File: src/common/usb_fctl_pkg.sv
// package of constants and carriers for the usb function control and frame number registers
// Notes on behaviour
// - connect bit high drives pull-up output enabled; low leaves it high impedance.
// - connect bit survives usb bus reset; only software writes change it.
// - respond-enable low makes the buffer manager ignore all usb transactions.
// - usb bus reset clears respond-enable.
// - wake request bit drives resume signalling upstream to leave suspend.
// - with propagate set, bus reset resets all logic except shadow, connect, propagate, confirm.
// - with propagate set, bus reset also asserts the reset output pin.
// - confirm bit set before shadow clear for boot mode; kept over bus reset.
// - 11-bit frame number read as two bytes; low byte holds bits 7:0.
// - high byte carries bits 10:8 in 2:0; bits 7:3 read zero.
// - each start-of-frame packet loads its frame number field.
// - while unlocked, each pseudo frame start increments the frame number.
// - pseudo frame starts every nominal 1 ms while frame timer unlocked.
package usb_fctl_pkg;
  localparam logic [15:0] ADDR_FRAME_HIGH = 16'hfffa;
  localparam logic [15:0] ADDR_FRAME_LOW = 16'hfffb;
  localparam logic [15:0] ADDR_CONTROL = 16'hfffc;
  localparam logic [15:0] ADDR_MEMORY_CONFIGURATION = 16'hfff8;
  localparam int BIT_CONNECT = 7;
  localparam int BIT_RESPOND = 6;
  localparam int BIT_WAKE = 5;
  localparam int BIT_PROPAGATE = 4;
  localparam int BIT_CONFIRM = 0;
  localparam int BIT_SHADOW = 0;
  localparam logic [7:0] CONTROL_RESET = 8'h00;
  localparam logic [7:0] CONTROL_WRITE_MASK = 8'hf1;
  localparam logic [7:0] MEMORY_CONFIGURATION_RESET = 8'h01;
  localparam logic [10:0] FRAME_RESET = 11'h000;
  localparam logic [10:0] FRAME_ONE = 11'h001;
  localparam int CLK_MHZ = 40;
  localparam int FRAME_PERIOD_US = 1000;
  localparam int FRAME_CYCLES = FRAME_PERIOD_US * CLK_MHZ;
  localparam logic [15:0] FRAME_TIMER_ZERO = 16'h0000;

  typedef struct packed {
    logic sel;
    logic wr;
    logic [15:0] addr;
    logic [7:0] wdata;
  } reg_req_t;

  typedef struct packed {
    logic valid;
    logic [10:0] number;
  } sof_in_t;
endpackage

File: src/verilog/pseudo_frame_timer.sv
// free running 1 ms frame timer producing pseudo frame start pulses when unlocked
`timescale 1ns/100ps
module pseudo_frame_timer #(
  parameter logic [15:0] PERIOD = 16'(usb_fctl_pkg::FRAME_CYCLES)
) (
  input wire logic clk_sys,
  input wire logic reset,
  input wire logic clk_en,
  input wire logic restart,
  input wire logic locked,
  output logic pulse
);
  logic [15:0] count_r;

  // any real start-of-frame restarts the interval so pseudo frames fill gaps only
  always_ff @(posedge clk_sys) begin
    if (reset) begin
      count_r <= usb_fctl_pkg::FRAME_TIMER_ZERO;
      pulse <= 1'b0;
    end else if (clk_en) begin
      pulse <= 1'b0;
      if (restart || count_r == PERIOD - 16'h0001) begin
        count_r <= usb_fctl_pkg::FRAME_TIMER_ZERO;
        pulse <= !restart && !locked;
      end else begin
        count_r <= count_r + 16'h0001;
      end
    end
  end

  a_pulse_unlocked: assert property (@(posedge clk_sys) disable iff (reset)
    pulse && $past(clk_en) |-> $past(!locked && !restart)) else $error("pseudo frame while locked");
endmodule // pseudo_frame_timer

File: src/verilog/usb_function_control_frame_number.sv
// control register and frame number registers of the usb function controller
`timescale 1ns/100ps
module usb_function_control_frame_number #(
  parameter logic [15:0] FRAME_PERIOD = 16'(usb_fctl_pkg::FRAME_CYCLES)
) (
  input wire logic clk_sys,
  input wire logic reset,
  input wire logic clk_en,
  input wire usb_fctl_pkg::reg_req_t req,
  input wire logic usb_bus_reset,
  input wire usb_fctl_pkg::sof_in_t sof,
  input wire logic frame_locked,
  output logic [7:0] rdata,
  output logic dplus_pullup_drive_oe,
  output logic respond_enable,
  output logic resume_request,
  output logic reset_output_pin,
  output logic internal_reset,
  output logic shadow_select,
  output logic pseudo_frame_start
);
  logic connect_r;
  logic respond_r;
  logic wake_r;
  logic propagate_r;
  logic confirm_r;
  logic shadow_r;
  logic [10:0] frame_count_r;
  logic [7:0] rdata_nxt;
  logic wr_ctl;
  logic wr_mem;
  logic pseudo_pulse;
  logic full_reset;

  // -------------------------------------------------------------
  // register decode
  // -------------------------------------------------------------
  function automatic logic hit(input usb_fctl_pkg::reg_req_t r, input logic [15:0] a);
    hit = r.sel && r.wr && r.addr == a;
  endfunction

  // control byte as software sees it; reserved bits always read low
  function automatic logic [7:0] ctl_image(
    input logic connect,
    input logic respond,
    input logic wake,
    input logic propagate,
    input logic confirm
  );
    ctl_image = 8'h00;
    ctl_image[usb_fctl_pkg::BIT_CONNECT] = connect;
    ctl_image[usb_fctl_pkg::BIT_RESPOND] = respond;
    ctl_image[usb_fctl_pkg::BIT_WAKE] = wake;
    ctl_image[usb_fctl_pkg::BIT_PROPAGATE] = propagate;
    ctl_image[usb_fctl_pkg::BIT_CONFIRM] = confirm;
  endfunction

  // top three frame bits in the low positions, the rest reserved
  function automatic logic [7:0] frame_high_image(input logic [10:0] n);
    frame_high_image = {5'h00, n[10:8]};
  endfunction

  assign wr_ctl = hit(req, usb_fctl_pkg::ADDR_CONTROL);
  assign wr_mem = hit(req, usb_fctl_pkg::ADDR_MEMORY_CONFIGURATION);
  // with propagate set, bus reset clears wake, the frame count and the timer
  assign full_reset = usb_bus_reset && propagate_r;

  // -------------------------------------------------------------
  // exempt control bits: only power-on reset or software change them
  // -------------------------------------------------------------
  always_ff @(posedge clk_sys) begin
    if (reset) begin
      connect_r <= 1'b0;
      propagate_r <= 1'b0;
    end else if (clk_en && wr_ctl) begin
      connect_r <= req.wdata[usb_fctl_pkg::BIT_CONNECT];
      propagate_r <= req.wdata[usb_fctl_pkg::BIT_PROPAGATE];
    end
  end

  // confirm is kept through bus resets
  always_ff @(posedge clk_sys) begin
    if (reset) begin
      confirm_r <= 1'b0;
    end else if (clk_en && wr_ctl) begin
      confirm_r <= req.wdata[usb_fctl_pkg::BIT_CONFIRM];
    end
  end

  // shadow select: clearing needs confirm, setting is free
  always_ff @(posedge clk_sys) begin
    if (reset) begin
      shadow_r <= usb_fctl_pkg::MEMORY_CONFIGURATION_RESET[usb_fctl_pkg::BIT_SHADOW];
    end else if (clk_en && wr_mem) begin
      if (req.wdata[usb_fctl_pkg::BIT_SHADOW] || confirm_r) begin
        shadow_r <= req.wdata[usb_fctl_pkg::BIT_SHADOW];
      end
    end
  end

  // -------------------------------------------------------------
  // bus-reset sensitive control bits
  // -------------------------------------------------------------
  always_ff @(posedge clk_sys) begin
    if (reset) begin
      respond_r <= 1'b0;
    end else if (clk_en) begin
      if (usb_bus_reset) begin
        respond_r <= 1'b0;
      end else if (wr_ctl) begin
        respond_r <= req.wdata[usb_fctl_pkg::BIT_RESPOND];
      end
    end
  end

  // wake is cleared by software or a propagated bus reset; firmware must drop it within 2.5 us
  always_ff @(posedge clk_sys) begin
    if (reset) begin
      wake_r <= 1'b0;
    end else if (clk_en) begin
      if (full_reset) begin
        wake_r <= 1'b0;
      end else if (wr_ctl) begin
        wake_r <= req.wdata[usb_fctl_pkg::BIT_WAKE];
      end
    end
  end

  // -------------------------------------------------------------
  // frame number
  // -------------------------------------------------------------
  pseudo_frame_timer #(
    .PERIOD(FRAME_PERIOD)
  ) u_timer (
    .clk_sys(clk_sys),
    // bus reset only acts while enabled, so a frozen block keeps its timer
    .reset(reset || (clk_en && full_reset)),
    .clk_en(clk_en),
    .restart(sof.valid),
    .locked(frame_locked),
    .pulse(pseudo_pulse)
  );

  // a real packet wins over a pseudo pulse in the same cycle
  always_ff @(posedge clk_sys) begin
    if (reset) begin
      frame_count_r <= usb_fctl_pkg::FRAME_RESET;
    end else if (clk_en) begin
      if (full_reset) begin
        frame_count_r <= usb_fctl_pkg::FRAME_RESET;
      end else if (sof.valid) begin
        frame_count_r <= sof.number;
      end else if (pseudo_pulse && !frame_locked) begin
        frame_count_r <= frame_count_r + usb_fctl_pkg::FRAME_ONE;
      end
    end
  end

  // -------------------------------------------------------------
  // read data and registered outputs
  // -------------------------------------------------------------
  always_comb begin
    rdata_nxt = 8'h00;
    if (req.sel && !req.wr) begin
      unique case (req.addr)
        usb_fctl_pkg::ADDR_FRAME_LOW: rdata_nxt = frame_count_r[7:0];
        usb_fctl_pkg::ADDR_FRAME_HIGH: rdata_nxt = frame_high_image(frame_count_r);
        usb_fctl_pkg::ADDR_CONTROL: rdata_nxt = ctl_image(connect_r, respond_r, wake_r, propagate_r, confirm_r);
        usb_fctl_pkg::ADDR_MEMORY_CONFIGURATION: rdata_nxt = {7'h00, shadow_r};
        default: rdata_nxt = 8'h00;
      endcase
    end
  end

  always_ff @(posedge clk_sys) begin
    if (reset) begin
      rdata <= 8'h00;
      dplus_pullup_drive_oe <= 1'b0;
      respond_enable <= 1'b0;
      resume_request <= 1'b0;
      reset_output_pin <= 1'b0;
      internal_reset <= 1'b0;
      shadow_select <= usb_fctl_pkg::MEMORY_CONFIGURATION_RESET[usb_fctl_pkg::BIT_SHADOW];
      pseudo_frame_start <= 1'b0;
    end else if (clk_en) begin
      rdata <= rdata_nxt;
      dplus_pullup_drive_oe <= connect_r;
      respond_enable <= respond_r;
      resume_request <= wake_r;
      reset_output_pin <= full_reset;
      internal_reset <= full_reset;
      shadow_select <= shadow_r;
      pseudo_frame_start <= pseudo_pulse;
    end
  end

  // -------------------------------------------------------------
  // checks
  // -------------------------------------------------------------
  a_pullup_follows: assert property (@(posedge clk_sys) disable iff (reset)
    clk_en && $past(clk_en) |-> dplus_pullup_drive_oe == $past(connect_r)) else $error("pull-up mismatch");
  a_connect_kept: assert property (@(posedge clk_sys) disable iff (reset)
    clk_en && usb_bus_reset && !wr_ctl |=> connect_r == $past(connect_r)) else $error("connect lost");
  a_respond_clear: assert property (@(posedge clk_sys) disable iff (reset)
    clk_en && usb_bus_reset |=> !respond_r) else $error("respond not cleared");
  a_resume_drive: assert property (@(posedge clk_sys) disable iff (reset)
    clk_en && wr_ctl && req.wdata[usb_fctl_pkg::BIT_WAKE] && !full_reset ##1 clk_en |=> resume_request)
    else $error("no resume");
  a_rst_pin: assert property (@(posedge clk_sys) disable iff (reset)
    clk_en && usb_bus_reset && propagate_r |=> reset_output_pin) else $error("reset pin idle");
  a_shadow_guard: assert property (@(posedge clk_sys) disable iff (reset)
    clk_en && wr_mem && !confirm_r && shadow_r |=> shadow_r) else $error("shadow cleared unconfirmed");
  a_frame_load: assert property (@(posedge clk_sys) disable iff (reset)
    clk_en && sof.valid && !full_reset |=> frame_count_r == $past(sof.number)) else $error("frame not loaded");
  a_frame_incr: assert property (@(posedge clk_sys) disable iff (reset)
    clk_en && pseudo_pulse && !sof.valid && !frame_locked && !full_reset
    |=> frame_count_r == $past(frame_count_r) + usb_fctl_pkg::FRAME_ONE) else $error("frame not incremented");
  a_reserved_zero: assert property (@(posedge clk_sys) disable iff (reset)
    rdata_nxt[7:3] == 5'h00 || req.addr != usb_fctl_pkg::ADDR_FRAME_HIGH) else $error("reserved nonzero");

  // -------------------------------------------------------------
  // software writes land in the next cycle
  // -------------------------------------------------------------
  a_connect_write: assert property (@(posedge clk_sys) disable iff (reset)
    clk_en && wr_ctl
    |=> connect_r == $past(req.wdata[usb_fctl_pkg::BIT_CONNECT])) else $error("connect write lost");
  a_respond_write: assert property (@(posedge clk_sys) disable iff (reset)
    clk_en && wr_ctl && !usb_bus_reset
    |=> respond_r == $past(req.wdata[usb_fctl_pkg::BIT_RESPOND])) else $error("respond write lost");
  a_wake_write: assert property (@(posedge clk_sys) disable iff (reset)
    clk_en && wr_ctl && !full_reset
    |=> wake_r == $past(req.wdata[usb_fctl_pkg::BIT_WAKE])) else $error("wake write lost");
  a_shadow_set: assert property (@(posedge clk_sys) disable iff (reset)
    clk_en && wr_mem && (req.wdata[usb_fctl_pkg::BIT_SHADOW] || confirm_r)
    |=> shadow_r == $past(req.wdata[usb_fctl_pkg::BIT_SHADOW])) else $error("shadow write lost");

  // -------------------------------------------------------------
  // registered outputs follow their sources by one enabled edge
  // -------------------------------------------------------------
  a_respond_follows: assert property (@(posedge clk_sys) disable iff (reset)
    clk_en |=> respond_enable == $past(respond_r)) else $error("respond output stale");
  a_resume_follows: assert property (@(posedge clk_sys) disable iff (reset)
    clk_en |=> resume_request == $past(wake_r)) else $error("resume output stale");
  a_internal_rst: assert property (@(posedge clk_sys) disable iff (reset)
    clk_en |=> internal_reset == $past(full_reset)) else $error("internal reset mismatch");
  a_rst_pin_quiet: assert property (@(posedge clk_sys) disable iff (reset)
    clk_en && !full_reset |=> !reset_output_pin) else $error("reset pin without cause");
  a_shadow_out: assert property (@(posedge clk_sys) disable iff (reset)
    clk_en |=> shadow_select == $past(shadow_r)) else $error("shadow output stale");
  a_pseudo_out: assert property (@(posedge clk_sys) disable iff (reset)
    clk_en |=> pseudo_frame_start == $past(pseudo_pulse)) else $error("pseudo output stale");

  // -------------------------------------------------------------
  // bus reset: what it clears and what it must keep
  // -------------------------------------------------------------
  a_wake_clear: assert property (@(posedge clk_sys) disable iff (reset)
    clk_en && full_reset |=> !wake_r) else $error("wake survived bus reset");
  a_frame_reset: assert property (@(posedge clk_sys) disable iff (reset)
    clk_en && full_reset |=> frame_count_r == usb_fctl_pkg::FRAME_RESET) else $error("frame survived bus reset");
  a_propagate_kept: assert property (@(posedge clk_sys) disable iff (reset)
    clk_en && usb_bus_reset && !wr_ctl
    |=> propagate_r == $past(propagate_r)) else $error("propagate lost");
  a_shadow_kept: assert property (@(posedge clk_sys) disable iff (reset)
    clk_en && usb_bus_reset && !wr_mem
    |=> shadow_r == $past(shadow_r)) else $error("shadow lost");
  a_confirm_kept: assert property (@(posedge clk_sys) disable iff (reset)
    clk_en && usb_bus_reset && !wr_ctl
    |=> confirm_r == $past(confirm_r)) else $error("confirm lost");

  // -------------------------------------------------------------
  // read data and frame number behaviour
  // -------------------------------------------------------------
  a_ctl_reserved: assert property (@(posedge clk_sys) disable iff (reset)
    clk_en && req.sel && !req.wr && req.addr == usb_fctl_pkg::ADDR_CONTROL
    |=> rdata[usb_fctl_pkg::BIT_PROPAGATE - 1:usb_fctl_pkg::BIT_CONFIRM + 1] == 3'h0)
    else $error("reserved control bits set");
  a_low_byte: assert property (@(posedge clk_sys) disable iff (reset)
    clk_en && req.sel && !req.wr && req.addr == usb_fctl_pkg::ADDR_FRAME_LOW
    |=> rdata == $past(frame_count_r[7:0])) else $error("low frame byte wrong");
  a_high_byte: assert property (@(posedge clk_sys) disable iff (reset)
    clk_en && req.sel && !req.wr && req.addr == usb_fctl_pkg::ADDR_FRAME_HIGH
    |=> rdata == {5'h00, $past(frame_count_r[10:8])}) else $error("high frame byte wrong");
  a_rdata_idle: assert property (@(posedge clk_sys) disable iff (reset)
    clk_en && !(req.sel && !req.wr) |=> rdata == 8'h00) else $error("read data without read");
  a_frame_hold: assert property (@(posedge clk_sys) disable iff (reset)
    clk_en && !sof.valid && !pseudo_pulse && !full_reset
    |=> $stable(frame_count_r)) else $error("frame moved without cause");
  a_frame_locked: assert property (@(posedge clk_sys) disable iff (reset)
    clk_en && frame_locked && !sof.valid && !full_reset
    |=> $stable(frame_count_r)) else $error("frame moved while locked");

  // -------------------------------------------------------------
  // freeze: a low clock enable holds every register and output
  // -------------------------------------------------------------
  a_freeze_ctl: assert property (@(posedge clk_sys) disable iff (reset)
    !clk_en |=> $stable(connect_r) && $stable(respond_r) && $stable(wake_r)
    && $stable(propagate_r) && $stable(confirm_r) && $stable(shadow_r))
    else $error("control moved while frozen");
  a_freeze_frame: assert property (@(posedge clk_sys) disable iff (reset)
    !clk_en |=> $stable(frame_count_r)) else $error("frame moved while frozen");
  a_freeze_out: assert property (@(posedge clk_sys) disable iff (reset)
    !clk_en |=> $stable(rdata) && $stable(dplus_pullup_drive_oe) && $stable(reset_output_pin)
    && $stable(internal_reset) && $stable(pseudo_frame_start) && $stable(shadow_select))
    else $error("output moved while frozen");
endmodule // usb_function_control_frame_number

File: config.mk
export PLATFORM = sky130hd
export DESIGN_NAME = usb_function_control_frame_number
export DESIGN_NICKNAME = d
export VERILOG_FILES = /design/src/common/usb_fctl_pkg.sv /design/src/verilog/pseudo_frame_timer.sv /design/src/verilog/usb_function_control_frame_number.sv
export SDC_FILE = /design/constraint.sdc
export NUM_CORES = 1
export LEC_CHECK = 0
export BUFFER_PORTS_ARGS = -buffer_cell sky130_fd_sc_hd__buf_2
export CAP_MARGIN = 40
export CELL_PAD_IN_SITES_DETAIL_PLACEMENT = 0
export CELL_PAD_IN_SITES_GLOBAL_PLACEMENT = 1
export CORE_MARGIN = 2
export CORE_UTILIZATION = 39
export CTS_CLUSTER_SIZE = 40
export DETAILED_ROUTE_END_ITERATION = 8
export PLACE_DENSITY_LB_ADDON = 0.3
export RECOVER_POWER = 25
export SYNTH_ARGS = -nofsm -noshare
export SYNTH_HDL_FRONTEND = slang
export SYNTH_HIERARCHICAL = 1
export SYNTH_SLANG_ARGS = --single-unit
File: constraint.sdc
create_clock -name clk_sys -period 2.3 [get_ports clk_sys]
set_input_delay 0.46 -clock clk_sys [delete_from_list [all_inputs] [get_ports clk_sys]]
set_output_delay 0.46 -clock clk_sys [all_outputs]
set_load 0.02 [all_outputs]
; ---- Word-level counts from Yosys, hierarchy flattened
; Cells that the tools add are included.
[word_totals]
register_bits = 48
inputBits = 43
output_inout_bits = 15
elab_cells = 57
[classes]
n_addsub = 2
n_eq_ne = 5
muxes = 11
n_reduce_logical = 23
[ops]
columns = operator, count
row1 = 16-bit == test (second input constant), 5
row2 = 11-bit 2-to-1 mux, 3
row3 = 8-bit case mux with 4 select lines, 1
row4 = 16-bit by 1-bit adder with 16-bit output (second input constant), 1
row5 = 16-bit 2-to-1 mux, 1
row6 = 11-bit by 1-bit adder with 11-bit output (second input constant), 1
row7 = 1-bit logical AND, 10
row8 = 8-bit 2-to-1 mux, 1
row9 = 2-bit AND reduction, 4
row10 = 1-bit 2-to-1 mux, 5
row11 = 2-bit nonzero test, 2
row12 = 1-bit zero test, 3
row13 = 1-bit logical OR, 3
row14 = 3-bit nonzero test, 1

; ---- Depth between registers and ports, before layout
[logic_depth]
depth_word = 5
ltp_mapped = 7
mapped_depth_nobuf = 5

; ---- Hierarchy
; The synthesis kept the hierarchy.
[modules_own_cells]
columns = module, n_inst, cells_per_inst, area_each_um2, seq_area_each_um2
row1 = usb_function_control_frame_number, 1, 211, 1716.6, 620.6
row2 = pseudo_frame_timer, 1, 96, 832.0, 340.3

; ---- Least setup slack after synthesis
; No wires, ideal clock.
[synth_timing]
path_type = in2reg
startpoint = in req[11] (netlist name)
endpoint = reg rdata[1]
setup_ns = 0.087
arrival_time_ns = 1.902
required_ns = 2.213
path_slack_ns = 0.311
stages = 4
n_path_buf = 0
path_cell_list = nand4_2 or4_4 or4_4 o31ai_1
[synth_between]
elab_chain_cells = 3
word_cells_on_any_way = 6
cone_classes = eq/ne (4) / mux (2)
[synth_rtl]
columns = item, line_no
row1 = start: declaration, usb_function_control_frame_number.sv:9  ; input wire usb_fctl_pkg::reg_req_t req,
row2 = 16-bit == test, usb_function_control_frame_number.sv:165  ; unique case (req.addr)
row3 = 8-bit case mux with 4 select lines *, usb_function_control_frame_number.sv:165
row4 = 8-bit 2-to-1 mux *, usb_function_control_frame_number.sv:164  ; if (req.sel && !req.wr) begin
row5 = end signal: assignment, usb_function_control_frame_number.sv:186  ; rdata <= rdata_nxt;
row6 = end: declaration, usb_function_control_frame_number.sv:13  ; output logic [7:0] rdata,
; Mark *: on every way between the ends. The rest lies on a longest branch, timed or not.
; A chain may end at the register's enable or synchronous reset.

==> results by group <==
Placement
  – Placed instance count: 429
  – Global placer's final weighted congestion: 0.789
  – Port Buffer Count: 54
  – Post-DP HPWL: 4590 um

Layout
  – Ant diodes: 0
  – Fill cell count: 663
  – Area added between synthesis and finish: 16.6%
  – Final std cells w/o fill: 437
  – Layout Nets: 404
  – Share of layout cells above drive strength 1: 19.4%

Synth
  – Ys async rst share: 0%
  – Syn_nets: 352
  – Largest area contributor in the netlist: dfxtp_1
  – Post-synth EDFFs: 0
  – Yosys cell types: 53
  – Top-area cell type share of the netlist area: 37.7%
  – Synth Warn #: 6
  – Cells after Synth: 307
  – Post-Syn Area: 2550 um^2
  – Syn_area_per_cell: 8.30 um^2
  – Synth area leaders: dfxtp_1, nor2_1, mux2i_1, nand4_1, nand2_1
  – #FFs+latches synth: 48
  – Dominant synthesized flop cell: dfxtp_1
  – Register area share after synthesis: 37.7%

Power
  – P per Cell Area: 514 nW/um^2
  – Leakage power: 1.11 nW
  – Total Power: 1.53 mW
  – VDD IR-drop max: 0.372 mV

Hold path
  – Worst hold path class: in2reg
  – Worst Hold Depth: 3

Global routing
  – Vias in the first global route: 2232
  – Total track usage: 17.4%
  – Initial antenna violation count: 0
  – Overflow after GRT: 0
  – Largest net degree at the start of global routing: 25
  – First-pass GRT wire length: 10300 um

Timing
  – Clk_skew: 5.18 ps
  – # setup viols final: 0
  – Fin crit share: 83.6%
  – RSZ-0062 raised after global routing: false
  – Min Hold Slack: 405 ps
  – Slew at the pin with the worst max-slew slack: 575 ps
  – Post-layout min period: 1920 ps
  – Fmax: 520 MHz
  – Final Hold Vio Count: 0
  – Relative slew slack: 61.4%
  – Fin. max-slew vios: 0
  – Final setup TNS: 0 ps

Clock network
  – Cts bufs inserted: 5
  – Setup bufs post-CTS: 0
  – Post-CTS sizing: 0
  – CTS max path bufs: 2
  – H-tree Lvls: 2
  – Clock Latency Late Sink: 300 ps
  – CTS clock-pin slew for the worst setup and hold paths: 90 ps
  – Root Buffer: clkbuf_8
  – Clk sinks: 48
  – CTS tree: built
  – # hold bufs at CTS: 0

Die
  – Full die area: 7200 um^2
  – Num ports: 58
  – Core Footprint: 6350 um^2
  – Initial Util: 40.1%
  – Die width: 84.8 um
  – FP Rows: 29
  – Vert. Die Dim: 84.8 um

Routing
  – Routed vias/inst: 5.43
  – Routed WL: 6230 um
  – Via count: 2374
  – Count of TritonRoute iterations in the first routing pass: 4
  – Routed Antenna Nets: 0
  – DR WL/cell: 14.2 um
  – DRC Markers: 0
  – DR iter-0 viols: 89

Run status
  – Status: finished, final reports clean

Critical path
  – Crit path DAT: 2140 ps
  – CP startpoint kind: input port
  – Setup Crit Path Kind: in2reg
  – Critical path endpoint category: register
  – Worst-path maximum fanout: 8
  – Register-to-Register Path Depth: 5
  – CP required: 2510 ps

Run
  – Max cap viols: 0
==> cells in the mapped netlist, types with 7 or more instances <==
library cell   n
inv_1         10
nor2_1        35
dfxtp_1       48
xnor2_1       10
nand3_1       14
mux2i_1       13
nand2_1       27
and3_1         7
nand4_1       18
clkbuf_1      11
a21oi_1       19
==> cells in the final DEF (no fill, tap or decap), types with 5 or more instances in the layout <==
master    count
dfxtp_1      48
buf_2        45
nor2_1       35
nand2_1      27
a21oi_1      19
nand4_1      18
nand3_1      14
mux2i_1      13
clkbuf_1     12
inv_1        10
xnor2_1      10
buf_4         8
and3_1        7
nor3_1        6
o31ai_1       6
a32oi_1       6
o21ai_0       6
clkbuf_8      6
nor4_1        5
o32ai_1       5
==> state kept, by name, indices dropped and copies added, names as in the netlist <==
register and cells:
confirm_r 1, wake_r 1, propagate_r 1, pseudo_frame_start 1, shadow_r 1, shadow_select 1
resume_request 1, internal_reset 1, rdata 8, respond_r 1, respond_enable 1, frame_count_r 11
u_timer/count_r 16, u_timer/pulse 1, dplus_pullup_drive_oe 1, connect_r 1
==> layer usage <==
metal  track usage [%]  up-vias  share of wire [%]
met5                 0        -                  0
met4              5.63        0               0.85
met3              3.02        5                3.3
met2              30.3       37                 49
met1              21.9     1097                 47
li1                  -     1235                  -
==> metrics by stage <==
step | utilization (%) | setup WS (ps) | cell area (um^2)
final | 46.8 | 376 | 2970
after global routing | 46.8 | 231 | 2970
after CTS | 47.0 | 432 | 2990
after detailed placement | 45.6 | 122 | 2900
after global placement | 45.6 | 145 | 2900
after floorplan | - | 311 | 2550
==> report_power, final <==
part | switching [mW] | total, mW | internal (mW) | leakage [nW]
clock | 0.272 | 0.518 | 0.246 | 0.0455
combinational | 0.0865 | 0.153 | 0.0667 | 0.673
sequential | 0.0139 | 0.855 | 0.841 | 0.388
==> worst max-delay path, stage by stage <==
cell and delay (ps):
clkbuf_1 330, clkbuf_1 340, nand3b_1 200, or4_4 560, o31ai_1 250
==> cell type report <==
type / instances / area, um^2 / area share (%)
inverters: 10 / 37.5 / 1.26
flip-flops and latches: 48 / 961 / 32.3
clock buffers: 8 / 90.1 / 3.03
well taps: 77 / 96.3 / 3.24
multi-input cells: 231 / 1460 / 49.3
repair buffers: 63 / 323 / 10.9
==> cells by family after synthesis <==
kind of cell    Yosys count  synth area share [%]
buf+inv                  28                  4.86
flops                    48                  37.7
xor+xnor                 14                  4.81
compound gates           61                  17.0
simple gates            141                  29.6
mux                      13                  5.11
fa+ha+maj                 2                 0.982
==> final timing paths <==
kind / start / to / slack [ps]
max reg2reg: frame_count_r[1] / frame_count_r[10] / 500
max: clk_en / rdata[1] / 380
min: req[4] / propagate_r / 410
min reg2reg: rdata[4] / rdata[4] / 450
Power figures use the tool's default switching activity.
